==> config.mk <==
export PLATFORM = sky130hd
export DESIGN_NAME = frsf_status_flags
export DESIGN_NICKNAME = d
export VERILOG_FILES = /design/src/verilog/frsf_pkg.sv /design/src/verilog/frsf_index_counter.sv /design/src/verilog/frsf_status_flags.sv
export SDC_FILE = /design/constraint.sdc
export NUM_CORES = 1
export LEC_CHECK = 0
export ABC_AREA = 1
export BUFFER_PORTS_ARGS = -buffer_cell sky130_fd_sc_hd__buf_2
export CAP_MARGIN = 5
export CORE_AREA = 2 2 54 56
export CTS_CLUSTER_DIAMETER = 80
export CTS_CLUSTER_SIZE = 24
export DETAILED_ROUTE_END_ITERATION = 16
export DIE_AREA = 0 0 56 58
export PLACE_DENSITY_LB_ADDON = 0.2
export RECOVER_POWER = 100
export SYNTH_ARGS = -nofsm -noshare
export SYNTH_HDL_FRONTEND = slang
export SYNTH_SLANG_ARGS = --single-unit
==> constraint.sdc <==
create_clock -name clock -period 1.4 [get_ports clock]
set_clock_uncertainty 0.2 [all_clocks]
set_input_delay 0.35 -clock clock [delete_from_list [all_inputs] [get_ports clock]]
set_output_delay 0.35 -clock clock [all_outputs]
set_load 0.02 [all_outputs]
==> src/verilog/frsf_pkg.sv <==
// Constants for the floppy result status flag block
// Behaviour
// - Set end-of-cylinder on access past last sector
// - Set end-of-cylinder when data command lacks count
// - Set data error on ID or data CRC
// - Set overrun flag on late byte service
// - Set no-data when read sector or read-track start missing
// - Set no-data on read-ID field error
// - Set not-writeable on protected disk writes
// - Set missing address mark when no data mark
// - Set missing address mark after two index pulses
// - Set control mark on deleted mark in read
// - Set control mark on normal mark in read-deleted
// - Set data-field CRC flag on data CRC
// - Set wrong cylinder on track mismatch
// - Set scan hit on equal scan condition
// - Set scan not satisfied when nothing qualifies
// - Set bad cylinder when ID track FFh mismatches
// - Set missing data mark when no mark found
// - Bytes read-only, report latest result command
package frsf_pkg;
    // ---------------------------------------------
    // Transfer error status bit positions
    // ---------------------------------------------
    localparam int TES_END_CYL = 7;
    localparam int TES_DATA_ERR = 5;
    localparam int TES_OVERRUN = 4;
    localparam int TES_NO_DATA = 2;
    localparam int TES_NOT_WR = 1;
    localparam int TES_MISS_AM = 0;
    // ---------------------------------------------
    // Data field status bit positions
    // ---------------------------------------------
    localparam int DFS_CTRL_MARK = 6;
    localparam int DFS_CRC_ERR = 5;
    localparam int DFS_WRONG_CYL = 4;
    localparam int DFS_SCAN_HIT = 3;
    localparam int DFS_SCAN_NS = 2;
    localparam int DFS_BAD_CYL = 1;
    localparam int DFS_MISS_DM = 0;
    // ---------------------------------------------
    // Reset values, masks and constants
    // ---------------------------------------------
    localparam logic [7:0] STATUS_RESET = 8'h00;
    localparam logic [7:0] TES_USED_MASK = 8'hb7;
    localparam logic [7:0] DFS_USED_MASK = 8'h7f;
    localparam logic [7:0] BAD_TRACK = 8'hff;
    localparam logic [1:0] INDEX_LIMIT = 2'h2;
    typedef enum logic [2:0] {
        FRSF_CMD_OTHER,
        FRSF_CMD_READ,
        FRSF_CMD_READ_DEL,
        FRSF_CMD_WRITE,
        FRSF_CMD_WRITE_DEL,
        FRSF_CMD_FORMAT,
        FRSF_CMD_READ_ID,
        FRSF_CMD_READ_TRACK
    } frsf_cmd_t;
endpackage : frsf_pkg

==> src/verilog/frsf_index_counter.sv <==
// Counts index pulses while an ID mark is being searched for
module frsf_index_counter (
    input wire logic clock,
    input wire logic rst_n,
    input wire logic restart,
    input wire logic index_seen,
    input wire logic id_found,
    output logic limit_hit
);
    import frsf_pkg::*;
    logic [1:0] count_q;
    logic hit_q;

    // ---------------------------------------------
    // Index pulse counting
    // ---------------------------------------------
    always_ff @(posedge clock) begin
        if (!rst_n || restart || id_found) begin
            count_q <= 2'h0;
        end else if (index_seen && count_q != INDEX_LIMIT) begin
            count_q <= count_q + 2'h1;
        end
    end

    // One pulse on reaching the second index
    always_ff @(posedge clock) begin
        if (!rst_n || restart || id_found) begin
            hit_q <= 1'b0;
        end else begin
            hit_q <= index_seen && count_q == INDEX_LIMIT - 2'h1;
        end
    end

    assign limit_hit = hit_q;
endmodule : frsf_index_counter

==> src/verilog/frsf_status_flags.sv <==
// Second and third result status bytes of the floppy controller
module frsf_status_flags (
    input wire logic clock,
    input wire logic rst_n,
    input wire logic cmd_accept,
    input wire frsf_pkg::frsf_cmd_t cmd_kind,
    input wire logic scan_cmd,
    input wire logic sector_past_eot,
    input wire logic xfer_done,
    input wire logic terminal_count,
    input wire logic id_crc_err,
    input wire logic data_crc_err,
    input wire logic service_late,
    input wire logic sector_not_found,
    input wire logic start_not_found,
    input wire logic id_read_err,
    input wire logic write_protect_pin,
    input wire logic write_attempt,
    input wire logic data_mark_missing,
    input wire logic index_pin_n,
    input wire logic id_search,
    input wire logic id_found,
    input wire logic deleted_mark_found,
    input wire logic normal_mark_found,
    input wire logic [7:0] id_track,
    input wire logic [7:0] cur_track,
    input wire logic id_check,
    input wire logic scan_equal,
    input wire logic scan_none,
    output logic [7:0] transfer_error_status,
    output logic [7:0] data_field_status
);
    import frsf_pkg::*;

    // ---------------------------------------------
    // Pin synchronisers
    // ---------------------------------------------
    logic wp_meta_q;
    logic wp_q;
    logic idx_meta_q;
    logic idx_q;
    logic idx_prev_q;
    always_ff @(posedge clock) begin
        if (!rst_n) begin
            wp_meta_q <= 1'b0;
            wp_q <= 1'b0;
            idx_meta_q <= 1'b1;
            idx_q <= 1'b1;
            idx_prev_q <= 1'b1;
        end else begin
            wp_meta_q <= write_protect_pin;
            wp_q <= wp_meta_q;
            idx_meta_q <= index_pin_n;
            idx_q <= idx_meta_q;
            idx_prev_q <= idx_q;
        end
    end

    // Falling edge of the active-low index input
    logic index_seen;
    assign index_seen = idx_prev_q && !idx_q;

    // ---------------------------------------------
    // Command tracking
    // ---------------------------------------------
    frsf_cmd_t cmd_q;
    logic tc_seen_q;
    always_ff @(posedge clock) begin
        if (!rst_n) begin
            cmd_q <= FRSF_CMD_OTHER;
        end else if (cmd_accept) begin
            cmd_q <= cmd_kind;
        end
    end

    // Terminal count remembered over the transfer
    always_ff @(posedge clock) begin
        if (!rst_n || cmd_accept) begin
            tc_seen_q <= 1'b0;
        end else if (terminal_count) begin
            tc_seen_q <= 1'b1;
        end
    end

    logic two_index;
    frsf_index_counter u_index (
        .clock(clock),
        .rst_n(rst_n),
        .restart(cmd_accept || !id_search),
        .index_seen(index_seen && id_search),
        .id_found(id_found),
        .limit_hit(two_index)
    );

    // ---------------------------------------------
    // Event decoding
    // ---------------------------------------------
    logic is_read;
    logic is_write;
    logic data_cmd;
    logic tc_this;
    logic mismatch;
    assign is_read = cmd_q == FRSF_CMD_READ;
    assign is_write = cmd_q == FRSF_CMD_WRITE || cmd_q == FRSF_CMD_WRITE_DEL
        || cmd_q == FRSF_CMD_FORMAT;
    assign data_cmd = is_read || cmd_q == FRSF_CMD_WRITE;
    assign tc_this = tc_seen_q || terminal_count;
    assign mismatch = id_check && id_track != cur_track;

    logic [7:0] tes_set;
    logic [7:0] dfs_set;
    always_comb begin
        tes_set = 8'h00;
        dfs_set = 8'h00;
        tes_set[TES_END_CYL] = sector_past_eot;
        if (xfer_done && data_cmd && !tc_this) begin
            tes_set[TES_END_CYL] = 1'b1;
        end
        tes_set[TES_DATA_ERR] = id_crc_err || data_crc_err;
        tes_set[TES_OVERRUN] = service_late;
        tes_set[TES_NO_DATA] = (sector_not_found
            && (is_read || cmd_q == FRSF_CMD_READ_DEL))
            || (start_not_found && cmd_q == FRSF_CMD_READ_TRACK);
        if (id_read_err && cmd_q == FRSF_CMD_READ_ID) begin
            tes_set[TES_NO_DATA] = 1'b1;
        end
        tes_set[TES_NOT_WR] = write_attempt && is_write && wp_q;
        tes_set[TES_MISS_AM] = data_mark_missing || two_index;
        dfs_set[DFS_CTRL_MARK] = (deleted_mark_found && is_read)
            || (normal_mark_found && cmd_q == FRSF_CMD_READ_DEL);
        dfs_set[DFS_CRC_ERR] = data_crc_err;
        dfs_set[DFS_WRONG_CYL] = mismatch;
        dfs_set[DFS_SCAN_HIT] = scan_cmd && scan_equal;
        dfs_set[DFS_SCAN_NS] = scan_cmd && scan_none;
        dfs_set[DFS_BAD_CYL] = mismatch && id_track == BAD_TRACK;
        dfs_set[DFS_MISS_DM] = data_mark_missing;
    end

    // ---------------------------------------------
    // Sticky status bytes
    // ---------------------------------------------
    logic [7:0] tes_q;
    logic [7:0] dfs_q;
    // clear on accept
    // Set wins over clear so a same-cycle event is kept
    always_ff @(posedge clock) begin
        if (!rst_n) begin
            tes_q <= STATUS_RESET;
        end else if (cmd_accept) begin
            tes_q <= tes_set & TES_USED_MASK;
        end else begin
            tes_q <= (tes_q | tes_set) & TES_USED_MASK;
        end
    end

    always_ff @(posedge clock) begin
        if (!rst_n) begin
            dfs_q <= STATUS_RESET;
        end else if (cmd_accept) begin
            dfs_q <= dfs_set & DFS_USED_MASK;
        end else begin
            dfs_q <= (dfs_q | dfs_set) & DFS_USED_MASK;
        end
    end

    assign transfer_error_status = tes_q;
    assign data_field_status = dfs_q;
endmodule : frsf_status_flags

Word level (Yosys, flattened, before mapping)
Index checks and enable logic that the tools add are counted.
{"block": "classes", "n_eq_ne": 11, "mux": 4, "n_addsub": 1, "bitwise": 2, "reduce_logical": 34}
{"cell": "logical AND 1 bit", "count": 17}
{"cell": "logical OR 1 bit", "count": 13}
{"cell": "equality test 3 bit, second input constant", "count": 4}
{"cell": "equality test 8 bit, second input constant", "count": 1}
{"cell": "2-to-1 mux 8 bit", "count": 1}
{"cell": "!= test 8 bit", "count": 1}
{"cell": "bitwise OR 8 bit", "count": 1}
{"cell": "2-to-1 mux 7 bit", "count": 1}
{"cell": "bitwise OR 7 bit", "count": 1}
{"cell": "equality test 3 x 2 -> 1 bit, second input constant", "count": 2}
{"cell": "logical NOT 1 bit", "count": 4}
{"cell": "equality test 3 x 1 -> 1 bit, second input constant", "count": 1}
{"cell": "adder 2 x 1 -> 2 bit, second input constant", "count": 1}
{"cell": "equality test 2 x 1 -> 1 bit, second input constant", "count": 1}
{"cell": "2-to-1 mux 1 bit", "count": 2}
{"cell": "!= test 2 bit, second input constant", "count": 1}
{"block": "word_totals", "word_cells": 63, "inputBits": 43, "register_bits": 27, "output_inout_bits": 16}

Logic depth before layout (Yosys ltp)
Gate-level depths: netlist of the first run.
{"block": "logic_depth", "depth_word": 7, "depth_mapped": 8, "mapped_depth_nobuf": 8}

Hierarchy
From an unflattened synthesis of the first run, not the netlist that was laid out.
{"block": "unflattened", "cells_unflattened": 162, "area_unflattened_um2": 1161.1}
{"mod": "frsf_status_flags", "n_inst": 1, "cells_per_inst": 138, "seq_area_each_um2": 440.4, "area_each_um2": 991.0}
{"mod": "frsf_index_counter", "n_inst": 1, "cells_per_inst": 24, "seq_area_each_um2": 60.1, "area_each_um2": 170.2}

Worst setup path before layout of the first run
No wires, ideal clock.
{"block": "synth_path", "path_type": "register to register", "start": "register u_index.count_q[0]", "end": "register u_index.count_q[0]", "t_required_ps": 1082, "arrival_ps": 967, "setup_slack_ps": 115, "setup_time_ps": 118, "path_buffers": 0, "path_stages_with_launch": 7, "period_less_slack_ps": 1285, "path_cell_list": "dfxtp_1 > inv_1 > ha_1 > nor2_2 > inv_1 > o21ai_1 > a21oi_2"}
{"block": "synth_between", "elab_chain_cells": 2, "elab_cells_between_ends": 3, "cone_classes": "add/sub (1); eq/ne (1); reduce/logical (1)"}
{"item": "start, declared", "line_no": "frsf_index_counter.sv:11", "text": "logic [1:0] count_q;"}
{"item": "start signal, assigned", "line_no": "frsf_index_counter.sv:21", "text": "count_q <= count_q + 2'h1;"}
{"item": "branches (longest 2 deep; another with adder 2 x 1 -> 2 bit)"}
Several ways; the timed one is not identified.
A chain may end at the register's enable or synchronous reset.

Worst setup path in the final report of the first run
{"block": "layout_path", "start": "register tes_q[0] (netlist: transfer_error_status[0])", "end": "output transfer_error_status[0]"}
{"item": "start, declared", "line_no": "frsf_status_flags.sv:142", "text": "logic [7:0] tes_q;"}
{"item": "start signal, assigned", "line_no": "frsf_status_flags.sv:150", "text": "tes_q <= tes_set & TES_USED_MASK;"}
{"item": "start signal, assigned", "line_no": "frsf_status_flags.sv:152", "text": "tes_q <= (tes_q | tes_set) & TES_USED_MASK;"}
{"item": "end, declared", "line_no": "frsf_status_flags.sv:30", "text": "output logic [7:0] transfer_error_status,"}
No word-level cell between the ends.

==> impl_metrics.env, run 1 <==
export IMPL_grt_pass1_vias=988
export IMPL_setup_tns_ps=0
export IMPL_post_dp_cell_area_um2=1434
export IMPL_place_ws_ps=39.72
export IMPL_crit_path_max_incr_delay_ps=350
export IMPL_finalCritPeriodShare=0.9711
export IMPL_hold_viol=0
export IMPL_die_area_um2=3248
export IMPL_cts_root_buf="clkbuf_4"
export IMPL_tritoncts="built"
export IMPL_antennaDiodeCount=0
export IMPL_first_iter_violations=20
export IMPL_setup_viol=0
export IMPL_dp_final_hpwl_um=1898
export IMPL_cp_start_kind="register"
export IMPL_wl_per_cell_um=9.411
export IMPL_path_clk_slew_ps=130
export IMPL_period_needed_ps=1360
export IMPL_crit_fanout=2
export IMPL_cts_buffer_depth=2
export IMPL_drc=0
export IMPL_htree_num_levels=1
export IMPL_initial_core_util=0.4187
export IMPL_yosysUniqueCellTypes=24
export IMPL_cts_buffers=3
export IMPL_outcome="finished, final reports clean"
export IMPL_routed_via_density=4.504
export IMPL_crit_buf_inv=1
export IMPL_ir_worst_vdd_uv=692.6
export IMPL_rows=19
export IMPL_clk_latency_ps=310
export IMPL_ys_warn_count=0
export IMPL_ioPinCount=59
export IMPL_cpMaxStageDelayCell="dfxtp_2"
export IMPL_wirelength_um=2315
export IMPL_cp_data_arrival_time_ps=810
export IMPL_area_growth_pct=34.46
export IMPL_grt_max_degree=14
export IMPL_antenna_found_initial=0
export IMPL_nets=261
export IMPL_nFillCells=266
export IMPL_synth_area_top_cells="dfxtp_1 (45%), nand2_1 (15%), inv_1 (7.4%)"
export IMPL_seq_area_frac_synth=0.4489
export IMPL_grt_use_total=0.1447
export IMPL_layout_cells_non_filler=246
export IMPL_synth_area_um2=1115
export IMPL_overflow=0
export IMPL_finalWorstSetupSlack_ps=40.44
export IMPL_synth_area_per_cell_um2=7.239
export IMPL_multiInputGateArea_um2=498.0
export IMPL_synth_top_cell_by_area="dfxtp_1"
export IMPL_vias=1108
export IMPL_drtAntennaViolNets=0
export IMPL_power_density_nw_per_um2=879.8
export IMPL_mostFrequentLayoutCells="nand2_1 (45), buf_2 (43), inv_1 (22)"
export IMPL_synthCells=154
export IMPL_drv_cap=0
export IMPL_core_um2=2663
export IMPL_synth_top_area_frac=0.4489
export IMPL_dieWidth_um=56
export IMPL_crit_chain="buf_2"
export IMPL_final_common_cell="nand2_1"
export IMPL_min_path_type="in2reg"
export IMPL_ys_ff_latch=25
export IMPL_end_kind="primary output"
export IMPL_final_area_um2=1499
export IMPL_place_gp_congestion=0.6916
export IMPL_required_ps=850
export IMPL_die_h_um=58
export IMPL_fmaxAchievable_mhz=735.5
export IMPL_path_delay_family="flip-flops"
export IMPL_crit_type="reg2out"
export IMPL_ctsHoldBuffers=0
export IMPL_power_leakage_nw=0.8044
export IMPL_clock_sinks=25
export IMPL_port_buffers=55
export IMPL_report_final_slew_viol_count=0
export IMPL_grt_first_pass_wirelength_um=3836
export IMPL_fin_hold_ws_ps=22.36
export IMPL_drive_gt1_frac=0.3581
export IMPL_area_sequential_um2=509.2
export IMPL_drtPass1Iterations=4
export IMPL_dp_cells=241
-- Yosys cell counts, drive strengths merged --
library cell,number
xnor2,3
a22oi,1
clkinv,1
buf,5
nand4,4
a21oi,13
dfxtp,25
nor3,1
ha,2
conb,1
nor2,14
nand2,46
inv,23
or2,2
o21ai,6
a32o,2
nand3,5
-- kinds of logic (layout without fill, tap and decap cells) --
group                    after synthesis  after routing  synth area share
AO/OA/AOI/OAI                         22             22            0.1167
XOR/XNOR                               3              3           0.02357
adder cells (fa/ha/maj)                2              2           0.02244
buffers and inverters                 29             88            0.1111
flip-flops                            25             25            0.4489
other                                  1              3          0.003364
AND/OR/NAND/NOR                       72             72            0.2738
-- area by class of cell --
| cell class | count | share of cell area |
|---|---|---|
| inverter | 24 | 0.06093 |
| tap | 31 | 0.02588 |
| multi-input combinational | 102 | 0.3322 |
| timing repair buffer | 60 | 0.2237 |
| clock buffer | 4 | 0.01753 |
| sequential | 25 | 0.3397 |
-- state kept, by name (all words and copies together), names as in the netlist --
name,count
wp_meta_q,1
u_index.count_q,2
cmd_q,3
idx_q,1
wp_q,1
idx_prev_q,1
idx_meta_q,1
tc_seen_q,1
transfer_error_status,6
data_field_status,7
u_index.limit_hit,1
-- timing repair --
action | in CTS | in global routing
buffers inserted | 0 | 1
pin swaps | 0 | 1
gates resized for setup | 1 | 17
setup endpoints to repair | 1 | 13
-- power by group --
part / internal (mW) / switching, mW
clock network: 0.111 / 0.198
logic: 0.114 / 0.128
registers: 0.748 / 0.0198
total: 0.972 / 0.347
-- per-layer routing --
metal	routed length (um)	track usage	part of all wire	vias up
li1	-	-	-	595
met3	120	0.02455	0.052	2
met1	999	0.1776	0.43	483
met5	0	0	0	-
met2	1180	0.2571	0.51	28
met4	15	0.05102	0.0065	0
-- final timing paths --
path                                               start                  endpoint  slack (ps)  depth (start not counted)
worst max-delay path            transfer_error_status[0]  transfer_error_status[0]          40                          1
worst min-delay path                         index_pin_n                idx_meta_q          20                          2
worst max register to register        u_index.count_q[0]        u_index.count_q[0]          80                          6
worst min register to register                 wp_meta_q                      wp_q         230                          2
-- through the flow --
step / power [mW] / util
after detailed placement: 1.016 / 0.5385
after global routing: 1.396 / 0.5630
final: 1.319 / 0.5630
after floorplan: 0.9092 / -
after global placement: 1.008 / 0.5385
after CTS: 1.328 / 0.5493
Note: power is estimated with default switching activity, not from simulation.
==> run 2: changes to the inputs <==
- ABC_AREA: 1 -> not set
==> impl_metrics.env, run 2 <==
export IMPL_outcome="finished, final reports clean"
export IMPL_seq_area_frac_synth=0.4571
export IMPL_reg2reg_depth=5
export IMPL_grt_first_pass_wirelength_um=3739
export IMPL_fmaxAchievable_mhz=737.8
export IMPL_wl_per_cell_um=11.24
export IMPL_clock_sinks=25
export IMPL_fin_hold_ws_ps=33.60
export IMPL_setup_tns_ps=0
export IMPL_synth_area_per_cell_um2=9.863
export IMPL_finalCritPeriodShare=0.9682
export IMPL_dp_cells=195
export IMPL_area_growth_pct=37.14
export IMPL_nFillCells=260
export IMPL_setup_viol=0
export IMPL_dieWidth_um=56
export IMPL_cts_buffers=3
export IMPL_grt_pass1_vias=938
export IMPL_period_needed_ps=1355
export IMPL_tritoncts="built"
export IMPL_power_mw=1.325
export IMPL_antennaDiodeCount=0
export IMPL_power_leakage_nw=0.6759
export IMPL_utilization=0.5639
export IMPL_vias=966
export IMPL_drtAntennaViolNets=0
export IMPL_antenna_found_initial=0
export IMPL_nets=216
export IMPL_synth_async_reset_ratio=0
export IMPL_synth_top_cells_by_count="dfxtp_1 (25), nor2b_1 (12), xor2_1 (9)"
export IMPL_clk_latency_ps=310
export IMPL_layout_cells_non_filler=201
export IMPL_synthFlopType="dfxtp_1"
export IMPL_path_delay_family="flip-flops"
export IMPL_core_um2=2663
export IMPL_drtPass1Iterations=2
export IMPL_report_final_slew_viol_count=0
export IMPL_first_iter_violations=17
export IMPL_required_ps=850
export IMPL_cts_root_buf="clkbuf_4"
export IMPL_largest_reg_flops=7
export IMPL_routed_via_density=4.806
export IMPL_drv_cap=0
export IMPL_ir_worst_vdd_uv=515.5
export IMPL_ioPinCount=59
export IMPL_end_kind="primary output"
export IMPL_rows=19
export IMPL_initial_core_util=0.4112
export IMPL_synth_top_area_frac=0.4571
export IMPL_hold_viol=0
export IMPL_reg2reg_from="u_index.count_q[0]"
export IMPL_yosysUniqueCellTypes=35
export IMPL_drc=0
export IMPL_cp_data_arrival_time_ps=810
export IMPL_place_gp_congestion=0.6908
export IMPL_final_common_cell="buf_2"
export IMPL_synth_area_um2=1095
export IMPL_area_sequential_um2=515.5
export IMPL_crit_path_max_incr_delay_ps=360
export IMPL_ys_warn_count=0
export IMPL_cp_start_kind="register"
export IMPL_cpMaxStageDelayCell="dfxtp_1"
export IMPL_synthCells=111
export IMPL_multiInputGateArea_um2=551.8
export IMPL_crit_type="reg2out"
export IMPL_synth_most_common_cell="dfxtp_1"
export IMPL_port_buffers=55
export IMPL_crit_chain="buf_4"
export IMPL_worstHoldStart="terminal_count"
export IMPL_wirelength_um=2260
export IMPL_drive_gt1_frac=0.4647
export IMPL_mostFrequentLayoutCells="buf_2 (40), buf_4 (15), dfxtp_1 (13)"
export IMPL_ys_ff_latch=25
export IMPL_die_h_um=58
export IMPL_cts_buffer_depth=2
export IMPL_min_path_type="in2reg"
export IMPL_grt_max_degree=15
export IMPL_hold_depth=2
export IMPL_r2r_end="u_index.count_q[1]"
export IMPL_power_density_nw_per_um2=882.6
export IMPL_overflow=0
export IMPL_grt_use_total=0.1454
export IMPL_synth_area_top_cells="dfxtp_1 (46%), xor2_1 (7.2%), nor2b_1 (6.9%)"
export IMPL_rrSetupSlack_ps=70
export IMPL_dp_final_hpwl_um=1811
export IMPL_path_clk_slew_ps=130
export IMPL_htree_num_levels=1
export IMPL_min_to="tc_seen_q"
export IMPL_crit_buf_inv=1
export IMPL_crit_fanout=2
export IMPL_synth_top_cell_by_area="dfxtp_1"
export IMPL_synth_edff_count=0
export IMPL_die_area_um2=3248
-- run 2: cell count changes in the layout (fill, tap and decap cells not counted), sizes merged, moves of 4 or more --
cell	delta
xor2	+9
mux2i	+4
nand3	-4
inv	-18
nor2	-11
nor2b	+13
o21ai	-5
a21oi	-8
nand2	-41
-- run 2: what timing repair did --
item	CTS	global route
setup buffers	0	1
hold buffers	1	0
pin swaps	0	1
resized for setup	4	24
endpoints found under the hold margin	1	0
endpoints found under the setup margin	4	16
-- run 2: final cells by class --
cell class / instances / share of cell area
Multi-Input combinational cell: 75 / 0.3675
Tap cell: 31 / 0.02583
Clock inverter: 1 / 0.003333
Inverter: 5 / 0.01250
Sequential cell: 25 / 0.3433
Clock buffer: 3 / 0.01500
Timing Repair Buffer: 61 / 0.2325
-- run 2: metal layers --
layer,wire (um),vias up,global-route usage,part of all wire
met5,0,-,0,0
met2,1127,45,0.2689,0.50
met1,911,431,0.1599,0.40
met3,207,2,0.04018,0.092
met4,13,0,0.05102,0.0058
li1,-,488,-,-
-- run 2: logic make-up (layout without fill, tap and decap cells) --
kind of cell	after synthesis	after routing	share of synthesized area
compound gates	19	19	0.1200
xor+xnor	10	10	0.08001
fa+ha+maj	2	2	0.02285
buf+inv	13	70	0.06058
flops	25	25	0.4571
mux	5	5	0.04686
other cells	1	3	0.003425
simple gates	36	36	0.2091
-- run 2: per-stage QoR --
stage | instance area, um^2 | worst slack, ps
2_1_floorplan | 1107 | 63.27
3_3_place_gp | 1404 | -71.61
3_5_place_dp | 1404 | -136.4
4_1_cts | 1455 | 6.927
5_1_grt | 1501 | -3.656
6_report | 1501 | 44.53
-- run 2: how the worst max path moves through the flow --
stage,startpoint,endpoint,slack [ps],depth (start not counted)
2_1_floorplan,u_index.count_q[0],u_index.count_q[1],60,5
3_3_place_gp,cur_track[7],data_field_status[1],-70,5
3_5_place_dp,cur_track[7],data_field_status[1],-140,5
4_1_cts,data_field_status[3],data_field_status[3],7,1
5_1_grt,u_index.count_q[0],u_index.count_q[1],-4,5
6_report,data_field_status[5],data_field_status[5],40,1
-- run 2: worst reg2reg max path: cells and delay by family (launching register included) --
kind | cells | cell delay (ps)
DFF | 1 | 350
adders and majority gates | 1 | 210
and+or+nand+nor | 2 | 270
buffers and inverters | 1 | 40
AOI/OAI and AO/OA | 1 | 190
-- run 2: report_power, final --
| group | internal, mW | leakage (nW) | switching (mW) |
|---|---|---|---|
| clock network | 0.107 | 0.0177 | 0.204 |
| logic | 0.126 | 0.448 | 0.117 |
| registers | 0.748 | 0.210 | 0.0231 |
| total | 0.981 | 0.676 | 0.344 |
